<file path="src/scan_if_map.svh">
// Register offsets, field positions and reset values of the scan interface control block
`ifndef SCAN_IF_MAP_SVH
`define SCAN_IF_MAP_SVH
`define DEBUG_VIEW_OFS      4'h0
`define START_VECTOR_OFS    4'h4
`define CONTROL_ONE_OFS     4'h8
`define STATUS_OFS          4'hC
`define DEBUG_DAC_MODE      16'h0003
`define CTL_ENABLE_BIT      0
`define CTL_TEST_BIT        1
`define CTL_FLAG0_BIT       2
`define CTL_FLAG6_BIT       8
`define CTL_IE_LSB          9
`define CONTROL_ONE_RESET   16'h0000
`define START_VECTOR_RESET  16'h0000
`define DEBUG_MODE_RESET    16'h0000
`endif

</file>
<file path="src/scan_if_pkg.sv">
// Types shared by the scan interface control block
package scan_if_pkg;
  typedef enum logic [1:0]
  {
    BUS_IDLE = 2'b00,
    BUS_ACK  = 2'b01
  } bus_state_t;
  typedef logic [15:0] word_t;
endpackage : scan_if_pkg

</file>
<file path="src/flag_events_if.sv">
// Interface carrying flag set events between the control block and its flag file
`timescale 1ns/1ps
interface flag_events_if;
  logic [6:0] set_ev;     // Hardware set pulses
  logic [6:0] clr_mask;   // Software write of zero
  logic       clr_valid;  // Write strobe
  logic [6:0] flags;      // Current flags
  modport ctrl (output set_ev, output clr_mask, output clr_valid, input flags);
  modport file (input set_ev, input clr_mask, input clr_valid, output flags);
endinterface : flag_events_if

</file>
<file path="src/irq_flag_file.sv">
// Sticky interrupt flags, set wins over clear
`timescale 1ns/1ps
module irq_flag_file
(
  input  wire logic   ref_clk_i,
  input  wire logic   rst_i,
  flag_events_if.file ev
);
  // One sticky bit per flag
  genvar g;
  generate
    for (g = 0; g < 7; g++)
    begin : g_flag
      logic flag_reg;   // Pending bit
      always_ff @(posedge ref_clk_i or posedge rst_i)
      begin
        if (rst_i)
          flag_reg <= 1'b0;
        else if (ev.set_ev[g])
          flag_reg <= 1'b1;          // Set wins
        else if (ev.clr_valid && ev.clr_mask[g])
          flag_reg <= 1'b0;          // Software clears
      end
      assign ev.flags[g] = flag_reg;
      flag_sticky_a: assert property (@(posedge ref_clk_i) disable iff (rst_i)
        ev.set_ev[g] |=> flag_reg) else $error("flag not set");
    end
  endgenerate
endmodule : irq_flag_file

</file>
<file path="src/scan_if_flag_vector_ctrl.sv">
// Scan interface debug view, start vector and control register with flags
// Summary of operation
// - Debug mode 03h reads selected DAC register
// - Start vector gives first processing state address
// - Control bits 15..9 enable flag requests
// - Flag 6 sets on top-bit state entry
// - Flag 0 sets from selected channel conditions
// - Test request inserts one cycle, self-clears
// - Control bit 0 enables scan interface
//
// The Avalon-MM slave port and the register offsets were decided locally.
`include "scan_if_map.svh"
`timescale 1ns/1ps
module scan_if_flag_vector_ctrl
(
  input  wire logic        ref_clk_i,
  input  wire logic        rst_i,
  input  wire logic [3:0]  avs_address,       // Byte address
  input  wire logic        avs_read,
  input  wire logic        avs_write,
  input  wire logic [31:0] avs_writedata,
  input  wire logic [3:0]  avs_byteenable,
  output logic      [31:0] avs_readdata,
  output logic             avs_waitrequest,
  input  wire logic [15:0] dac_selected_i,    // Selected DAC register value
  input  wire logic [2:0]  dac_index_i,       // Active DAC register number
  input  wire logic [7:0]  state_outputs_i,   // Processing state outputs
  input  wire logic        state_step_i,      // New state entered pulse
  input  wire logic        channel_cond_i,    // Selected channel condition
  input  wire logic [5:1]  other_flag_ev_i,   // Set pulses of flags 1..5
  input  wire logic        test_cycle_done_i, // End of inserted test cycle
  output logic             scan_enable_o,
  output logic             test_request_o,
  output logic      [15:0] start_vector_o,
  output logic             irq_o
);
  // Register state
  logic [15:0] debug_mode_reg;      // Last value written to debug view
  logic [15:0] start_vector_reg;    // First state address
  logic [6:0]  ie_reg;              // Enable bits 15..9
  logic        enable_reg;          // Module enable
  logic        test_reg;            // Test cycle request
  logic        chan_q1, chan_q2, chan_q3;   // Pin synchroniser
  logic        cond_edge;
  scan_if_pkg::bus_state_t bus_state;
  logic [15:0] wdata;
  logic        wr_ctl, rd_hit;
  flag_events_if fe ();

  irq_flag_file u_flags (.ref_clk_i(ref_clk_i), .rst_i(rst_i), .ev(fe));

  // Write data in low half; upper bits ignored
  assign wdata = avs_writedata[15:0];
  // Writes land at the acknowledge edge, where the master sees waitrequest low
  assign wr_ctl = avs_write && bus_state == scan_if_pkg::BUS_ACK
                  && avs_address == `CONTROL_ONE_OFS && avs_byteenable[0];

  // Channel condition comes from outside the clock: three stages
  always_ff @(posedge ref_clk_i or posedge rst_i)
  begin
    if (rst_i)
    begin
      chan_q1 <= 1'b0;
      chan_q2 <= 1'b0;
      chan_q3 <= 1'b0;
    end
    else
    begin
      chan_q1 <= channel_cond_i;
      chan_q2 <= chan_q1;
      chan_q3 <= chan_q2;
    end
  end
  // Rising edge: stage two high while stage three still low
  assign cond_edge = chan_q2 && !chan_q3;

  // Flag set events, only while enabled
  assign fe.set_ev[0] = enable_reg && cond_edge;
  assign fe.set_ev[5:1] = enable_reg ? other_flag_ev_i : 5'h00;
  assign fe.set_ev[6] = enable_reg && state_step_i && state_outputs_i[7];
  // Zero written to a flag bit clears it
  assign fe.clr_valid = wr_ctl;
  assign fe.clr_mask = ~{wdata[`CTL_FLAG6_BIT], wdata[7:`CTL_FLAG0_BIT]};

  // Control register fields
  always_ff @(posedge ref_clk_i or posedge rst_i)
  begin
    if (rst_i)
    begin
      ie_reg     <= 7'h00;
      enable_reg <= 1'b0;
    end
    else if (wr_ctl)
    begin
      ie_reg     <= wdata[15:`CTL_IE_LSB];
      enable_reg <= wdata[`CTL_ENABLE_BIT];
    end
  end

  // Test request: set by software, cleared by end of test cycle
  always_ff @(posedge ref_clk_i or posedge rst_i)
  begin
    if (rst_i)
      test_reg <= 1'b0;
    else if (wr_ctl && wdata[`CTL_TEST_BIT])
      test_reg <= 1'b1;
    else if (test_cycle_done_i)
      test_reg <= 1'b0;
  end

  // Vector and debug mode registers
  always_ff @(posedge ref_clk_i or posedge rst_i)
  begin
    if (rst_i)
    begin
      start_vector_reg <= `START_VECTOR_RESET;
      debug_mode_reg   <= `DEBUG_MODE_RESET;
    end
    else if (avs_write && bus_state == scan_if_pkg::BUS_ACK && avs_byteenable[0])
    begin
      if (avs_address == `START_VECTOR_OFS)
        start_vector_reg <= wdata;
      if (avs_address == `DEBUG_VIEW_OFS)
        debug_mode_reg <= wdata;
    end
  end

  // Read mux
  function automatic logic [31:0] read_mux(input logic [3:0] a);
    logic [31:0] r;
    r = 32'h0000_0000;
    case (a)
      `DEBUG_VIEW_OFS:
        if (debug_mode_reg == `DEBUG_DAC_MODE)
          r = {16'h0000, 1'b0, dac_index_i, 2'b00, dac_selected_i[9:0]};
      `START_VECTOR_OFS:
        r = {16'h0000, start_vector_reg};
      `CONTROL_ONE_OFS:
        r = {16'h0000, ie_reg, fe.flags[6], fe.flags[5:0], test_reg, enable_reg};
      `STATUS_OFS:
        r = {25'h0000000, fe.flags};
      default:
        r = 32'h0000_0000;
    endcase
    return r;
  endfunction : read_mux

  // Bus: one wait cycle then acknowledge
  always_ff @(posedge ref_clk_i or posedge rst_i)
  begin
    if (rst_i)
    begin
      bus_state       <= scan_if_pkg::BUS_IDLE;
      avs_waitrequest <= 1'b1;
      avs_readdata    <= 32'h0000_0000;
    end
    else
    begin
      case (bus_state)
        scan_if_pkg::BUS_IDLE:
          if (avs_read || avs_write)
          begin
            bus_state       <= scan_if_pkg::BUS_ACK;
            avs_waitrequest <= 1'b0;
            avs_readdata    <= avs_read ? read_mux(avs_address) : 32'h0000_0000;
          end
        scan_if_pkg::BUS_ACK:
        begin
          bus_state       <= scan_if_pkg::BUS_IDLE;
          avs_waitrequest <= 1'b1;
        end
        default:
          bus_state <= scan_if_pkg::BUS_IDLE;
      endcase
    end
  end

  // Outputs from flip-flops
  always_ff @(posedge ref_clk_i or posedge rst_i)
  begin
    if (rst_i)
      irq_o <= 1'b0;
    else
      irq_o <= |(fe.flags & ie_reg);
  end
  assign scan_enable_o  = enable_reg;
  assign test_request_o = test_reg;
  assign start_vector_o = start_vector_reg;

  // Checks
  irq_gate_a: assert property (@(posedge ref_clk_i) disable iff (rst_i)
    ##1 irq_o == |($past(fe.flags) & $past(ie_reg))) else $error("irq wrong");
  top_bit_a: assert property (@(posedge ref_clk_i) disable iff (rst_i)
    enable_reg && state_step_i && state_outputs_i[7] |=> fe.flags[6])
    else $error("flag 6 missed");
  test_clear_a: assert property (@(posedge ref_clk_i) disable iff (rst_i)
    test_cycle_done_i && !wr_ctl |=> !test_reg) else $error("test stuck");
  enable_wr_a: assert property (@(posedge ref_clk_i) disable iff (rst_i)
    wr_ctl |=> enable_reg == $past(wdata[0])) else $error("enable wrong");
  vector_out_a: assert property (@(posedge ref_clk_i) disable iff (rst_i)
    avs_write && bus_state == scan_if_pkg::BUS_ACK && avs_byteenable[0]
    && avs_address == `START_VECTOR_OFS |=> start_vector_o == $past(wdata))
    else $error("vector wrong");
  flag_hold_a: assert property (@(posedge ref_clk_i) disable iff (rst_i)
    fe.flags[0] && !wr_ctl |=> fe.flags[0]) else $error("flag0 dropped");
  clear_flag_a: assert property (@(posedge ref_clk_i) disable iff (rst_i)
    wr_ctl && !wdata[8] && !fe.set_ev[6] |=> !fe.flags[6]) else $error("no clear");
  dac_view_a: assert property (@(posedge ref_clk_i) disable iff (rst_i)
    bus_state == scan_if_pkg::BUS_IDLE && avs_read && avs_address == `DEBUG_VIEW_OFS
    && debug_mode_reg == `DEBUG_DAC_MODE |=> avs_readdata[14:12] == $past(dac_index_i))
    else $error("debug view wrong");
  irq_c: cover property (@(posedge ref_clk_i) irq_o);
  test_c: cover property (@(posedge ref_clk_i) test_reg ##1 !test_reg);
  dbg_c: cover property (@(posedge ref_clk_i) avs_read && debug_mode_reg == `DEBUG_DAC_MODE);
endmodule : scan_if_flag_vector_ctrl

</file>
<file path="config.mk">
export PLATFORM = sky130hd
export DESIGN_NAME = scan_if_flag_vector_ctrl
export DESIGN_NICKNAME = d
export VERILOG_FILES = /design/src/scan_if_pkg.sv /design/src/flag_events_if.sv /design/src/irq_flag_file.sv /design/src/scan_if_flag_vector_ctrl.sv
export VERILOG_INCLUDE_DIRS = /design/src
export SDC_FILE = /design/constraint.sdc
export NUM_CORES = 1
export LEC_CHECK = 0
export BUFFER_PORTS_ARGS = -buffer_cell sky130_fd_sc_hd__buf_2
export CAP_MARGIN = 10
export CELL_PAD_IN_SITES_DETAIL_PLACEMENT = 1
export CELL_PAD_IN_SITES_GLOBAL_PLACEMENT = 1
export CORE_MARGIN = 3
export CORE_UTILIZATION = 25
export CTS_CLUSTER_DIAMETER = 40
export CTS_CLUSTER_SIZE = 16
export DETAILED_ROUTE_END_ITERATION = 8
export GPL_TIMING_DRIVEN = 0
export HOLD_SLACK_MARGIN = 0.1
export MAX_ROUTING_LAYER = met4
export PLACE_DENSITY_LB_ADDON = 0.05
export SYNTH_ARGS = -nofsm -noshare
export SYNTH_HDL_FRONTEND = slang
export SYNTH_HIERARCHICAL = 1
export SYNTH_SLANG_ARGS = --single-unit
</file>
<file path="constraint.sdc">
create_clock -name ref_clk_i -period 2.3 [get_ports ref_clk_i]
set_input_delay 0.23 -clock ref_clk_i [delete_from_list [all_inputs] [get_ports ref_clk_i]]
set_output_delay 0.23 -clock ref_clk_i [all_outputs]
set_load 0.02 [all_outputs]
</file>
==> metrics.txt <==
TritonCTS clock tree done; Post-Syn Area per Cell 12.4 um2; core area 12700 um2; sw frac 26.0%; fin crit period 1.91 ns; Max FO, Critical Path 16; clock group share of total power 41.2%; synthesized area 3270 um2; Root Buffer clkbuf_16; Worst Slack Setup Final 0.390 ns; Flop pwr share 40.6%; ranking of synthesized cells by area dfrtp_1, mux2_2, buf_4; Final HPWL DP roughly 7000 um; Die Width about 120 um; worst hold slack between 0.1 and 0.15 ns; slowest CP cell nor4b_2; Port Buffer Count 81; most common cell after layout, fill and taps aside buf_2; DR DRC count 0; die area 14500 um2; row cnt 41; first-pass GRT wire length 14600 um; flops & latches, synth 70; vias in the first global route 2505; clock latency at the later pin of the worst-skew pair 0.34 ns; final wirelength 9310 um; status completed; YS warnings 6; most frequent cells in the layout buf_2, dfrtp_1, mux2_2; number of synthesized flops with an enable pin 0; drt wl/cell 16.7 um; largest net degree at the start of global routing 64; CTS H-tree depth 3; All-Layer GR Usage 14.0%; Setup TNS 0 ns; Die Height ~120 um; Worst-Margin Slew 0.986 ns; drt via density approximately 4.3; Cell Pwr Density 852 nW/um2; RSZ-0062 raised after global routing false; NetSw between 0.0009 and 0.001 W; ANT cells 0; Final nets 459; total gr overflow 0; Hold Fails Final Rpt 0; Synth cell types 32; Slowest Stage Delay on Critical Path about 0.87 ns; Hold Path Class in2reg; initial antenna violation count 0; largest family of logic cells by synthesized area multiplexers; worst slack, placed 0.0325 ns; final worst path period share between 80% and 90%; Main synth FF type dfrtp_1; compound-gate portion of the synthesized area 12.1%; clk slew on worst S/H paths ~0.050 ns; CP Capture Type flop; Routed Antenna Nets 0; Max Clk Rate 524 MHz; MaxCap Viol Count 0; Slew HR between 30% and 40%; sequential fraction of the synthesis area 53.6%; Ports about 130; initial DRC count 50; routed via count between 2000 and 2500; maximum vdd drop 0.000408 V; area share of fa/ha/maj cells after synthesis 0%; largest area contributor in the netlist dfrtp_1; Synth top area share 52.8%; CP bufs+invs 2; share of cells above drive strength 1 50.6%; final setup vio count 0; Post-CTS Setup Bufs 0; crit path DAT 2.13 ns; Starting Density 25.7%; combinational power share a little under a fifth; placer congestion estimate 0.702; CP Class in2reg; CP startpoint kind input pin; proportion of synthesized area in mux cells 16.2%; XOR/XNOR Fraction of Synth Area 0%; Crit path required time 2.52 ns; LEAKAGE 2.21 nW; CTS Buf Count 9; internal power 0.00276 W; Post-Syn Instances approximately 260; clk buf depth 2; clock sinks 70; DRT Pass-1 Iters 4; Async SR Flop Fraction between 90% and 100%; crit path cell chain buf_2, nor4b_2, nor2b_1, buf_4, mux2_2; family with the most delay on the worst path simple AND/OR/NAND/NOR gates; area delta synth->final 34.1%; Slew Limit Fails 0; simple-gate share of the synthesized area between 8 and 9%; worst-case clock skew 0.00588 ns
## routing by layer
metal	GRT usage, %	vias to the layer above	part of all wire (%)
met1	18.7	1149	48
met4	3.82	0	1.1
met3	4.72	6	4.9
met5	-	-	0
li1	-	1150	-
met2	20.5	63	46
## worst register-to-register path: stages (launching register included)
cell	delay, ns
dfrtp_1	0.40
or4b_1	0.50
buf_6	0.16
nor4_4	0.36
buf_6	0.20
a221o_2	0.15
## cells in the mapped netlist (5+ instances only)
| cell type | instances |
|---|---|
| and2_1 | 5 |
| o21ai_0 | 11 |
| a21o_2 | 7 |
| a22oi_1 | 18 |
| nand2_1 | 20 |
| a21o_1 | 8 |
| mux2_2 | 47 |
| buf_4 | 25 |
| buf_6 | 5 |
| dfrtp_1 | 69 |
| inv_1 | 11 |
| a221o_2 | 6 |
| nor2_1 | 7 |
## layout make-up
| type | count | area [um2] |
|---|---|---|
| well taps | 172 | 215 |
| clock buffers | 13 | 270 |
| inverters | 11 | 43.8 |
| plain buffers | 33 | 258 |
| clock inverters | 3 | 65.1 |
| multi-input cells | 164 | 1270 |
| flip-flops and latches | 70 | 1750 |
| repair buffers | 91 | 505 |
| fillers | 1457 | 8340 |
## power by group through the flow
stage               logic, W  clock network (W)  registers, W
global route        0.000738            0.00164       0.00154
floorplan           0.000385                  0       0.00157
global placement    0.000665                  0       0.00154
finish              0.000677            0.00154       0.00152
CTS                 0.000686            0.00160       0.00152
detailed placement  0.000670                  0       0.00154
## through the flow
step | utilization, % | area [um2] | std cells | total power, W
2_1_floorplan | - | 3320 | 278 | 0.00195
3_3_place_gp | 31.0 | 3950 | 531 | 0.00220
3_5_place_dp | 31.0 | 3950 | 531 | 0.00221
4_1_cts | 34.5 | 4380 | 557 | 0.00381
5_1_grt | 34.5 | 4380 | 557 | 0.00392
6_report | 34.5 | 4380 | 557 | 0.00373
## kinds of logic (layout without fill, tap and decap cells)
| kind of cell | Yosys count | count (layout) |
|---|---|---|
| other | 1 | 16 |
| DFF | 70 | 70 |
| AOI/OAI and AO/OA | 52 | 52 |
| muxes | 47 | 47 |
| and+or+nand+nor | 49 | 49 |
| buffers and inverters | 44 | 151 |
## worst paths after layout
path,start,end,slack (ns),cells past startpoint
max,avs_address[1],scan_enable_o,0.39,5
min,dac_selected_i[9],avs_readdata[9],0.13,2
max reg2reg,bus_state[0],avs_readdata[7],0.47,5
min reg2reg,chan_q1,chan_q2,0.35,0
max in group asynchronous,rst_i,avs_readdata[13],1.17,3
min in group asynchronous,rst_i,u_flags/g_flag[6].flag_reg,0.40,3
## repair_timing
| item | CTS | global route |
|---|---|---|
| setup endpoints to repair | 0 | 0 |
| hold endpoints to repair | 16 | 0 |
| hold buffers | 10 | 0 |
| gates resized for setup | 0 | 0 |
Note: power is estimated with default switching activity, not from simulation.
